--- src/include/irm_pkg.sv ---
// Package: shared constants and decoders of the interrupt request mapper
`default_nettype none
package irm_pkg;
  localparam int NUM_REQ = 24;
  localparam int LVL_W = 2;
  localparam int REQ_W = 5;
  localparam int BYTE_W = 8;
  localparam int NUM_LVL_REG = 6;
  localparam int NUM_BYTE_REG = 3;
  localparam int FLD_PER_REG = 4;
  localparam int NUM_EXT = 6;
  localparam int LVL_FLAT_W = NUM_REQ * LVL_W;
  // Register offsets on the plain register port
  localparam logic [7:0] ADDR_LVL0 = 8'h79;
  localparam logic [7:0] ADDR_STAT0 = 8'h80;
  localparam logic [7:0] ADDR_MASK0 = 8'h83;
  // Reset and idle values
  localparam logic [7:0] LVL_RST = 8'hff;
  localparam logic [7:0] MASK_RST = 8'h00;
  localparam logic [7:0] RD_IDLE = 8'h00;
  localparam logic [1:0] LVL_LOWEST = 2'h3;
  // Vector entry of request 0; later requests sit two bytes lower
  localparam logic [15:0] VEC_TOP = 16'hfffa;
  localparam logic [15:0] VEC_LOW_OFS = 16'h0001;
  // Requests that own a source; all others stay inactive
  localparam logic [23:0] ASSIGNED = 24'hdc41ef;
  // Request number of each source
  localparam int REQ_EXT4 = 0;
  localparam int REQ_EXT5 = 1;
  localparam int REQ_EXT26 = 2;
  localparam int REQ_EXT37 = 3;
  localparam int REQ_TMR0_LO = 5;
  localparam int REQ_TMR0_HI = 6;
  localparam int REQ_UART_RX = 7;
  localparam int REQ_UART_TX = 8;
  localparam int REQ_TMR1_HI = 14;
  localparam int REQ_ADC = 18;
  localparam int REQ_TBT = 19;
  localparam int REQ_WPRE = 20;
  localparam int REQ_TMR1_LO = 22;
  localparam int REQ_FLASH = 23;
  // Position of external channel n in the external vector is n minus two
  localparam int EXT_CH2 = 0;
  localparam int EXT_CH3 = 1;
  localparam int EXT_CH4 = 2;
  localparam int EXT_CH5 = 3;
  localparam int EXT_CH6 = 4;
  localparam int EXT_CH7 = 5;

  // Level field of one request out of the flat level vector
  function automatic logic [1:0] lvl_of(input logic [47:0] f,
                                        input logic [4:0] n);
    return f[{n, 1'b0} +: LVL_W];
  endfunction

  // Upper byte address of the vector entry of a request
  function automatic logic [15:0] vec_upper(input logic [4:0] n);
    return VEC_TOP - {10'h000, n, 1'b0};
  endfunction
endpackage
`default_nettype wire
--- src/include/irm_arb_if.sv ---
// Interface: pending requests and levels into the arbiter, winner out
`default_nettype none
interface irm_arb_if (
  input wire logic clk,
  input wire logic rst_n
);
  logic [23:0] pend;
  logic [47:0] lvl;
  logic hit;
  logic [4:0] num;
  logic [1:0] lvl_sel;
  modport arb (input clk, rst_n, pend, lvl, output hit, num, lvl_sel);
  modport top (input hit, num, lvl_sel, output pend, lvl);
endinterface
`default_nettype wire

--- src/hw/irm_arb.sv ---
// Fixed-order arbiter: best level first, then lowest request number
`default_nettype none
module irm_arb (
  irm_arb_if.arb bus
);
  logic hit;
  logic [4:0] num;
  logic [1:0] best;
  logic beaten;

  // Walk from the last request down so a lower number wins a tie
  always_comb begin
    hit = 1'b0;
    num = '0;
    best = irm_pkg::LVL_LOWEST;
    for (int i = irm_pkg::NUM_REQ - 1; i >= 0; i--) begin
      if (bus.pend[i] &&
          irm_pkg::lvl_of(bus.lvl, 5'(i)) <= best) begin
        hit = 1'b1;
        num = 5'(i);
        best = irm_pkg::lvl_of(bus.lvl, 5'(i));
      end
    end
  end

  assign bus.hit = hit;
  assign bus.num = num;
  assign bus.lvl_sel = best;

  // Checker helper: some pending request should have won instead
  always_comb begin
    beaten = 1'b0;
    for (int j = 0; j < irm_pkg::NUM_REQ; j++) begin
      if (bus.pend[j] &&
          (irm_pkg::lvl_of(bus.lvl, 5'(j)) < best ||
           (irm_pkg::lvl_of(bus.lvl, 5'(j)) == best && 5'(j) < num)))
        beaten = 1'b1;
    end
  end
endmodule
`default_nettype wire

--- src/hw/irm_top.sv ---
// Interrupt request mapper: source routing, levels, status and vectors
//
// Contract
// - 24 requests, numbers 0 to 23, each with a 2-bit level field.
// - Request n vector: upper at top minus 2n, lower one above.
// - Equal levels pending together: lowest request number served first.
// - External channel 4 drives request 0, channel 5 drives request 1.
// - Channels 2 or 6 drive request 2; channels 3 or 7 request 3.
// - Timer 0 lower half raises request 5, upper half request 6.
// - Timer 1 upper half raises request 14, lower half request 22.
// - Level fields live in byte registers, read/write, reset all ones.
`default_nettype none
module irm_top (
  input wire logic CLK_SYS,
  input wire logic RESETN,
  input wire logic CE,
  input wire logic [7:0] REG_ADDR,
  input wire logic [7:0] REG_WDATA,
  input wire logic REG_WR,
  input wire logic REG_RD,
  output logic [7:0] REG_RDATA,
  input wire logic [5:0] EXT_REQ,
  input wire logic TMR0_LO,
  input wire logic TMR0_HI,
  input wire logic TMR1_LO,
  input wire logic TMR1_HI,
  input wire logic UART_RX,
  input wire logic UART_TX,
  input wire logic ADC_DONE,
  input wire logic TBT_TICK,
  input wire logic WPRE_TICK,
  input wire logic FLASH_DONE,
  output logic IRQ,
  output logic REQ_VALID,
  output logic [4:0] REQ_NUM,
  output logic [1:0] REQ_LEVEL,
  output logic [15:0] VEC_UPPER,
  output logic [15:0] VEC_LOWER
);
  localparam int NR = irm_pkg::NUM_REQ;
  localparam int NB = irm_pkg::NUM_BYTE_REG;
  localparam int NL = irm_pkg::NUM_LVL_REG;

  logic rst_meta_r;
  logic rst_n;
  logic [23:0] src;
  logic [23:0] stat_r;
  logic [23:0] stat_nxt;
  logic [23:0] wclr;
  logic [23:0] mask_flat;
  logic [47:0] lvl_flat;
  logic [7:0] lvl_r [NL];
  logic [7:0] mask_r [NB];
  logic [NL-1:0] lvl_wr;
  logic [NL-1:0] lvl_rd;
  logic [NB-1:0] stat_wr;
  logic [NB-1:0] stat_rd;
  logic [NB-1:0] mask_wr;
  logic [NB-1:0] mask_rd;
  logic [7:0] rd_nxt;
  logic [4:0] num_nxt;
  logic [15:0] vup_nxt;

  // Address hit of one byte register in a group
  function automatic logic hit_at(input logic [7:0] addr,
                                  input logic [7:0] base,
                                  input int idx);
    return addr == base + 8'(idx);
  endfunction

  // Reset release through two flops; assertion stays asynchronous
  always_ff @(posedge CLK_SYS or negedge RESETN) begin
    if (!RESETN) begin
      rst_meta_r <= 1'b0;
      rst_n <= 1'b0;
    end else begin
      rst_meta_r <= 1'b1;
      rst_n <= rst_meta_r;
    end
  end

  // Source routing; unused numbers are tied off by the assigned mask
  always_comb begin
    src = '0;
    src[irm_pkg::REQ_EXT4] = EXT_REQ[irm_pkg::EXT_CH4];
    src[irm_pkg::REQ_EXT5] = EXT_REQ[irm_pkg::EXT_CH5];
    src[irm_pkg::REQ_EXT26] = EXT_REQ[irm_pkg::EXT_CH2] |
                              EXT_REQ[irm_pkg::EXT_CH6];
    src[irm_pkg::REQ_EXT37] = EXT_REQ[irm_pkg::EXT_CH3] |
                              EXT_REQ[irm_pkg::EXT_CH7];
    src[irm_pkg::REQ_TMR0_LO] = TMR0_LO;
    src[irm_pkg::REQ_TMR0_HI] = TMR0_HI;
    src[irm_pkg::REQ_UART_RX] = UART_RX;
    src[irm_pkg::REQ_UART_TX] = UART_TX;
    src[irm_pkg::REQ_TMR1_HI] = TMR1_HI;
    src[irm_pkg::REQ_ADC] = ADC_DONE;
    src[irm_pkg::REQ_TBT] = TBT_TICK;
    src[irm_pkg::REQ_WPRE] = WPRE_TICK;
    src[irm_pkg::REQ_TMR1_LO] = TMR1_LO;
    src[irm_pkg::REQ_FLASH] = FLASH_DONE;
  end

  // Register decode, one hit line per byte register
  genvar g;
  generate
    for (g = 0; g < NL; g++) begin : g_lvl_dec
      assign lvl_wr[g] = REG_WR && hit_at(REG_ADDR, irm_pkg::ADDR_LVL0, g);
      assign lvl_rd[g] = hit_at(REG_ADDR, irm_pkg::ADDR_LVL0, g);
    end
    for (g = 0; g < NB; g++) begin : g_byte_dec
      assign stat_wr[g] =
        REG_WR && hit_at(REG_ADDR, irm_pkg::ADDR_STAT0, g);
      assign stat_rd[g] = hit_at(REG_ADDR, irm_pkg::ADDR_STAT0, g);
      assign mask_wr[g] =
        REG_WR && hit_at(REG_ADDR, irm_pkg::ADDR_MASK0, g);
      assign mask_rd[g] = hit_at(REG_ADDR, irm_pkg::ADDR_MASK0, g);
      assign mask_flat[g*8 +: 8] = mask_r[g];
    end
  endgenerate

  // Level registers: four 2-bit fields per byte, request 4r+k at bits 2k
  generate
    for (g = 0; g < NL; g++) begin : g_lvl
      always_ff @(posedge CLK_SYS or negedge rst_n) begin
        if (!rst_n) begin
          lvl_r[g] <= irm_pkg::LVL_RST;
        end else if (CE && lvl_wr[g]) begin
          lvl_r[g] <= REG_WDATA;
        end
      end
      assign lvl_flat[g*8 +: 8] = lvl_r[g];
    end
  endgenerate

  // Mask registers; every source starts masked off from the IRQ line
  generate
    for (g = 0; g < NB; g++) begin : g_mask
      always_ff @(posedge CLK_SYS or negedge rst_n) begin
        if (!rst_n) begin
          mask_r[g] <= irm_pkg::MASK_RST;
        end else if (CE && mask_wr[g]) begin
          mask_r[g] <= REG_WDATA;
        end
      end
    end
  endgenerate

  // Sticky status: a source held high keeps re-setting its bit, so the
  // set beats a write-one-to-clear landing in the same cycle
  generate
    for (g = 0; g < NR; g++) begin : g_stat
      assign wclr[g] = stat_wr[g / 8] && REG_WDATA[g % 8];
      assign stat_nxt[g] = irm_pkg::ASSIGNED[g] &&
                           (src[g] || (stat_r[g] && !wclr[g]));
    end
  endgenerate

  always_ff @(posedge CLK_SYS or negedge rst_n) begin
    if (!rst_n) begin
      stat_r <= '0;
    end else if (CE) begin
      stat_r <= stat_nxt;
    end
  end

  // Read mux; unmapped addresses answer zero
  always_comb begin
    rd_nxt = irm_pkg::RD_IDLE;
    for (int i = 0; i < NL; i++) begin
      if (lvl_rd[i])
        rd_nxt = lvl_r[i];
    end
    for (int i = 0; i < NB; i++) begin
      if (stat_rd[i])
        rd_nxt = stat_r[i*8 +: 8];
      if (mask_rd[i])
        rd_nxt = mask_r[i];
    end
  end

  // Read data stand only in the cycle after the strobe
  always_ff @(posedge CLK_SYS or negedge rst_n) begin
    if (!rst_n) begin
      REG_RDATA <= irm_pkg::RD_IDLE;
    end else if (CE) begin
      REG_RDATA <= REG_RD ? rd_nxt : irm_pkg::RD_IDLE;
    end
  end

  // Level output interrupt from unmasked sticky bits
  assign IRQ = |(stat_r & mask_flat);

  // Arbitration among unmasked pending requests
  irm_arb_if arb_bus (
    .clk(CLK_SYS),
    .rst_n(rst_n)
  );
  assign arb_bus.pend = stat_r & mask_flat;
  assign arb_bus.lvl = lvl_flat;

  irm_arb u_arb (
    .bus(arb_bus)
  );

  assign num_nxt = arb_bus.hit ? arb_bus.num : 5'h00;
  assign vup_nxt = irm_pkg::vec_upper(num_nxt);

  // Winner registered towards the core; vectors follow one cycle later
  // than the status, a cost paid for flop-driven data outputs
  always_ff @(posedge CLK_SYS or negedge rst_n) begin
    if (!rst_n) begin
      REQ_VALID <= 1'b0;
      REQ_NUM <= 5'h00;
      REQ_LEVEL <= irm_pkg::LVL_LOWEST;
      VEC_UPPER <= irm_pkg::VEC_TOP;
      VEC_LOWER <= irm_pkg::VEC_TOP + irm_pkg::VEC_LOW_OFS;
    end else if (CE) begin
      REQ_VALID <= arb_bus.hit;
      REQ_NUM <= num_nxt;
      REQ_LEVEL <= arb_bus.hit ? arb_bus.lvl_sel : irm_pkg::LVL_LOWEST;
      VEC_UPPER <= vup_nxt;
      VEC_LOWER <= vup_nxt + irm_pkg::VEC_LOW_OFS;
    end
  end
endmodule
`default_nettype wire

--- config.mk ---
export PLATFORM = sky130hd
export DESIGN_NAME = irm_top
export DESIGN_NICKNAME = d
export VERILOG_FILES = /design/src/include/irm_pkg.sv /design/src/include/irm_arb_if.sv /design/src/hw/irm_arb.sv /design/src/hw/irm_top.sv
export SDC_FILE = /design/constraint.sdc
export NUM_CORES = 1
export LEC_CHECK = 0
export CORE_AREA = 2 2 149 151
export CTS_CLUSTER_SIZE = 40
export DETAILED_ROUTE_END_ITERATION = 16
export DIE_AREA = 0 0 151 153
export DONT_BUFFER_PORTS = 1
export GPL_ROUTABILITY_DRIVEN = 0
export PLACE_DENSITY_LB_ADDON = 0.05
export SETUP_SLACK_MARGIN = 0.2
export SLEW_MARGIN = 15
export SYNTH_ARGS = -nofsm -noshare
export SYNTH_HDL_FRONTEND = slang
export SYNTH_SLANG_ARGS = --single-unit
--- constraint.sdc ---
create_clock -name CLK_SYS -period 3.15 [get_ports CLK_SYS]
set_input_delay 0.4725 -clock CLK_SYS [delete_from_list [all_inputs] [get_ports CLK_SYS]]
set_output_delay 0.4725 -clock CLK_SYS [all_outputs]
set_load 0.03 [all_outputs]
## Yosys cells after proc, flatten, opt, wreduce, memory -nomap -nowiden

Index checks and enable logic that the tools add are counted.

| storage, ports and cells | value |
|---|---|
| register bits after elaboration | 128 |
| bits of input ports | 37 |
| word-level logic and storage cells | 248 |

| cells by class | value |
|---|---|
| $add $sub $neg | 2 |
| $lt $le $gt $ge | 24 |
| equal/unequal tests | 12 |
| mux-type cells | 87 |
| bitwise logic cells | 3 |
| reduce and logical (&&, ||, !) cells | 102 |

Operators with widths:

| operator | number |
|---|---|
| 5-bit two-way mux | 25 |
| 8-bit two-way mux | 13 |
| 1-bit logical AND | 73 |
| 2-bit two-way mux | 25 |
| 8-bit by 7-bit equality test with 1-bit output (second input constant) | 6 |
| 8-bit equality test (second input constant) | 6 |
| 2-bit less-or-equal comparator | 23 |
| 24-bit AND | 1 |
| 1-bit two-way mux | 24 |
| 24-bit OR reduction | 1 |
| 1-bit logical NOT | 14 |
| 1-bit logical OR | 14 |
| 8-bit by 2-bit adder with 9-bit output (second input constant) | 1 |
| 4-bit by 7-bit subtractor with 8-bit output (first input constant) | 1 |
| 2-bit less-or-equal comparator (second input constant) | 1 |
| 1-bit bitwise OR | 2 |

## Longest topological paths before layout

| depth | value |
|---|---|
| depth in word-level cells | 75 |
| mapped depth | 84 |
| depth with buffers taken out | 84 |

## Cells and area by module

A second synthesis with hierarchy kept.

| unflattened totals | value |
|---|---|
| cells, all modules | 801 |
| area, all modules | 7676.1 µm² |

By module, submodules not included:

| module | times used | cells an instance | area each (µm²) |
|---|---|---|---|
| irm_top | 1 | 488 | 5651.7 |
| irm_arb | 1 | 313 | 2024.4 |

## Worst setup path after synthesis

No wires, ideal clock.

| timing | value |
|---|---|
| path kind | register to register |
| start point | register stat_r[23] |
| end point | register VEC_LOWER[4] |
| setup time | 0.082 ns |
| data arrival time | 15.909 ns |
| required time | 3.068 ns |
| slack | -12.842 ns |
| stages on the path, launching flop included | 83 |
| buffers on the path | 0 |
| period minus slack after synthesis | 15.992 ns |
| path through | dfrtp_1 > nand2_1 > nor2_1 > inv_1 > ha_1 > or2_2 > maj3_2 > and3_1 > or2_2 > ha_1 > o211ai_1 > a221oi_1 > or2_2 > o31ai_4 > inv_1 > ha_1 > or3b_2 > nand4_1 > (+47 left out) > nor2_1 > nor2_1 > a21oi_1 > ha_1 > nor2_1 > maj3_2 > nor2_1 > o311a_1 > ha_1 > nand2_1 > o21ai_0 > nand3_1 > o31ai_1 > a21o_1 > nor4_1 > ha_1 > xnor2_1 > mux2_2 |

| on the way | value |
|---|---|
| cells in the longest elaborated chain, start to end | 75 |

Ends and longest elaborated chain:

| item | RTL line | source |
|---|---|---|
| from (decl) | irm_top.sv:47 | `logic [23:0] stat_r;` |
| from (signal assigned) | irm_top.sv:162 | `stat_r <= stat_nxt;` |
| 24-bit AND (*) | irm_top.sv:198 | `assign arb_bus.pend = stat_r & mask_flat;` |
| 1-bit logical AND (*) | irm_arb.sv:17 | `if (bus.pend[i] &&` |
| 2-bit two-way mux | irm_arb.sv:17 |  |
| 2-bit less-or-equal comparator | irm_arb.sv:18 | `irm_pkg::lvl_of(bus.lvl, 5'(i)) <= best) begin` |
| 1-bit logical AND | irm_arb.sv:17 |  |
| 2-bit two-way mux | irm_arb.sv:17 |  |
| 2-bit less-or-equal comparator | irm_arb.sv:18 |  |
| 1-bit logical AND | irm_arb.sv:17 |  |
| (+60 left out) | -- |  |
| 2-bit two-way mux | irm_arb.sv:17 |  |
| 2-bit less-or-equal comparator | irm_arb.sv:18 |  |
| 1-bit logical AND | irm_arb.sv:17 |  |
| 5-bit two-way mux / 1-bit two-way mux (equally long branches) | irm_arb.sv:17 |  |
| 5-bit two-way mux (*) | irm_top.sv:205 | `assign num_nxt = arb_bus.hit ? arb_bus.num : 5'h00;` |
| net num_nxt[2] | irm_top.sv:61 | `logic [4:0] num_nxt;` |
| 4-bit by 7-bit subtractor with 8-bit output (*) | irm_pkg.sv:58 | `return VEC_TOP - {10'h000, n, 1'b0};` |
| 8-bit by 2-bit adder with 9-bit output (*) | irm_top.sv:222 | `VEC_LOWER <= vup_nxt + irm_pkg::VEC_LOW_OFS;` |
| to (signal assigned) | irm_top.sv:216 | `VEC_LOWER <= irm_pkg::VEC_TOP + irm_pkg::VEC_LOW_OFS;` |
| to (signal assigned) | irm_top.sv:222 |  |
| to (decl) | irm_top.sv:38 | `output logic [15:0] VEC_LOWER` |

Mark *: on every way through the listed nets, which the timed path passes. The rest lies on a longest branch.
A chain may end at the register's enable or synchronous reset.

## Final worst setup path

| timing | value |
|---|---|
| start point | register mask_r (netlist bit mask_flat[23]) |
| end point | register VEC_LOWER[4] |

| on the way | value |
|---|---|
| cells in the longest elaborated chain, start to end | 75 |

Ends and longest elaborated chain:

| item | RTL line | source |
|---|---|---|
| from (decl) | irm_top.sv:53 | `logic [7:0] mask_r [NB];` |
| from (signal, indexed assignment) | irm_top.sv:140 | `mask_r[g] <= irm_pkg::MASK_RST;` |
| 24-bit AND (*) | irm_top.sv:198 |  |
| 1-bit logical AND (*) | irm_arb.sv:17 |  |
| 2-bit two-way mux | irm_arb.sv:17 |  |
| 2-bit less-or-equal comparator | irm_arb.sv:18 |  |
| 1-bit logical AND | irm_arb.sv:17 |  |
| 2-bit two-way mux | irm_arb.sv:17 |  |
| 2-bit less-or-equal comparator | irm_arb.sv:18 |  |
| 1-bit logical AND | irm_arb.sv:17 |  |
| (+60 left out) | -- |  |
| 2-bit two-way mux | irm_arb.sv:17 |  |
| 2-bit less-or-equal comparator | irm_arb.sv:18 |  |
| 1-bit logical AND | irm_arb.sv:17 |  |
| 5-bit two-way mux / 1-bit two-way mux (equally long branches) | irm_arb.sv:17 |  |
| 5-bit two-way mux (*) | irm_top.sv:205 |  |
| net num_nxt[2] | irm_top.sv:61 |  |
| 4-bit by 7-bit subtractor with 8-bit output (*) | irm_pkg.sv:58 |  |
| 8-bit by 2-bit adder with 9-bit output (*) | irm_top.sv:222 |  |

Marks and branches as above.

==> reports/results.ini <==
[hold_path]
min_delay_path_depth = 1
min_path_type = primary input to flip-flop
hp-start = CE
min_to = REQ_LEVEL[1]$_DFFE_PN1P_

[sta]
finalCritPeriodShare = 4.66
setup_violations = 12
maxSlewHeadroom = 0.460
worstMarginPinSlew_ns = 0.810
fin_crit_ns = 14.68
setup_slack_ns = -11.53
holdWs_ns = 0.162
rsz0062_at_grt = true
fmax_mhz = 68.1
hold_viol = 0
slew_viol_final = 0
finalClockSkew_ns = 0.0196
finalSetupTns_ns = -136.29

[clock_network]
cts-buffers-inserted = 9
htreeDepth = 3
cts_sinks = 109
clk_pin_slew_ns = 0.09
cts.path.max_buffers = 2
cts_tree = done
worstSkewPairLatency_ns = 0.37
root_buffer = clkbuf_16

[power]
p_sw_frac = 0.320
internal-power_mw = 2.45
total_power_mw = 3.61
pwr-share-seq = 0.464
p_leak_nw = 3.69
p_clk_frac = 0.330
pwr-share-comb = 0.206
power_density_nw_per_um2 = 424
p_switching_mw = 1.15
peakVddDrop_v = 0.000219

[synthesis]
synth-edff-count = 0
seq_area_frac_synth = 0.439
synthArstFlopShare = 1.00
syn_area_per_cell_sq_um = 10.2
synth_area_leaders = dfstp_2 (23%), dfrtp_1 (21%), mux2_2 (13%), nand2_1 (4.0%), buf_4 (3.2%)
syn_inst = 623
syn_area_sq_um = 6360
ys_warn_count = 0
synth_top_cell_area_share = 0.227
synth.most_common_cell = mux2_2
yosysTopAreaCell = dfstp_2
ys.flop_type = dfstp_2
ys_ff_latch = 109
yosys-top-cells-count = mux2_2 (73), nand2_1 (67), dfstp_2 (55)
ys_types = 75

[die]
core_area_sq_um = 21500
io_pins = 86
initial_core_util = 0.296
die_x_um = 151
die_h_um = 153
die_area_sq_um = 23100
num_rows = 54

[route]
avgRoutedWirePerCell_um = 21.4
drt_iter0_drc = 315
drc = 0
ant_nets = 0
via_count = 5385
drt_wl_total_mm = 22.7
dr.pass1.iters = 5
viasPerCell = 5.07

[critical_path]
r2r-end = VEC_LOWER[4]$_DFFE_PN1P_
cp_top_family = adder cells
crit_buf_inv = 4
cp.arrival_ns = 14.97
ff2ff_setup_slack_ns = -11.53
startpoint_type = flip-flop
r2r.worst_path.cells = 84
rr_startpoint = mask_flat[23]$_DFFE_PN0P_
required_ns = 3.44
endpoint_kind = flip-flop
critPathKind = flip-flop to flip-flop
crit_path_top_delay_cell = dfrtp_1
path_depth = 84
cp_max_fo = 4
max_stage_delay_ns = 0.37
worstSetupStartpoint = mask_flat[23]$_DFFE_PN0P_
cp_common_cell = ha_1

[outcome]
status = finished, violations left
violations = negative setup slack

[place]
post-place-ws_ns = -12.07
placed_cell_area_sq_um = 7760
hpwlAfterDp_mm = 17.1
io_buffers = 0

[global_route]
grt_pass1_wl_mm = 34.1
grt_pass1_vias = 5509
antenna_found_initial = 1
grt-ovfl-total = 0
grt_max_degree = 84
grt_use_total = 0.200

[final_layout]
fill_cells = 2149
synthToLayoutAreaGrowth_pct = 33.7
finalInstanceArea_sq_um = 8510
nets = 828
drive_above_1_share = 0.510

[run]
maxCapViolCount = 0

## registers in the layout, indices dropped and copies added (netlist names)
signal,flops
stat_r,14
rst_meta_r,1
VEC_LOWER,5
arb_bus.lvl,48
mask_flat,24
arb_bus.rst_n,1
REQ_NUM,5
REQ_LEVEL,2
REG_RDATA,8
REQ_VALID,1
## cell usage in the layout, fill, tap and decap left out, types with 9 or more instances in the layout
cell type	n
buf_4	169
mux2_2	68
nand2_1	65
dfstp_2	55
dfrtp_1	52
inv_1	32
nor2_1	31
o21ai_0	26
conb_1	21
a22oi_1	15
a22o_1	13
nor3_1	10
o22ai_1	9
ha_1	9
clkbuf_16	9
## cell families after synthesis
| group | synth area share |
|---|---|
| buffers and inverters | 0.0655 |
| flip-flops | 0.439 |
| AO/OA/AOI/OAI | 0.166 |
| AND/OR/NAND/NOR | 0.157 |
| XOR/XNOR | 0.00138 |
| adder cells (fa/ha/maj) | 0.0381 |
| multiplexers | 0.132 |
| other | 0.00118 |
## routing by layer
layer	GRT usage	share of wire
met1	0.283	0.48
met2	0.311	0.46
met3	0.0397	0.034
met4	0.0556	0.019
met5	0	0
## cell type report
cell class / instances / area (sq um) / share of cell area
clock buffers: 9 / 225 / 0.0265
flip-flops and latches: 109 / 2800 / 0.329
multi-input cells: 449 / 3600 / 0.424
well taps: 280 / 350 / 0.0412
diodes: 1 / 2.50 / 0.000294
inverters: 34 / 128 / 0.0150
clock inverters: 7 / 75.1 / 0.00883
repair buffers: 173 / 1320 / 0.155
## worst max-delay path by stage
stage                     slack (ns)                        to
after global placement        -11.81  VEC_LOWER[4]$_DFFE_PN1P_
after global routing          -12.41  VEC_LOWER[4]$_DFFE_PN1P_
final                         -11.53  VEC_LOWER[4]$_DFFE_PN1P_
after floorplan               -11.60  VEC_LOWER[4]$_DFFE_PN1P_
after detailed placement      -12.07  VEC_LOWER[4]$_DFFE_PN1P_
after CTS                     -11.64  VEC_LOWER[4]$_DFFE_PN1P_
## stage by stage
step / cells / utilization
2_1_floorplan: 642 / -
3_3_place_gp: 1017 / 0.361
3_5_place_dp: 1017 / 0.361
4_1_cts: 1051 / 0.387
5_1_grt: 1062 / 0.396
6_report: 1062 / 0.396
## power by group through the flow
stage               clock network [mW]  registers, mW  logic [mW]
detailed placement                   0           1.70       0.605
finish                            1.19           1.67       0.743
global route                      1.28           1.68       0.818
CTS                               1.24           1.68       0.676
floorplan                            0           1.65       0.474
global placement                     0           1.70       0.599
## timing repair
action                                  in CTS  in global routing
resized for setup                           22                 22
buffers inserted                            17                 10
endpoints found under the setup margin      12                 12
pin swaps                                   45                 29
hold buffers                                 1                  0
hold endpoints to repair                     2                  0
(Power assumes the default switching activity.)
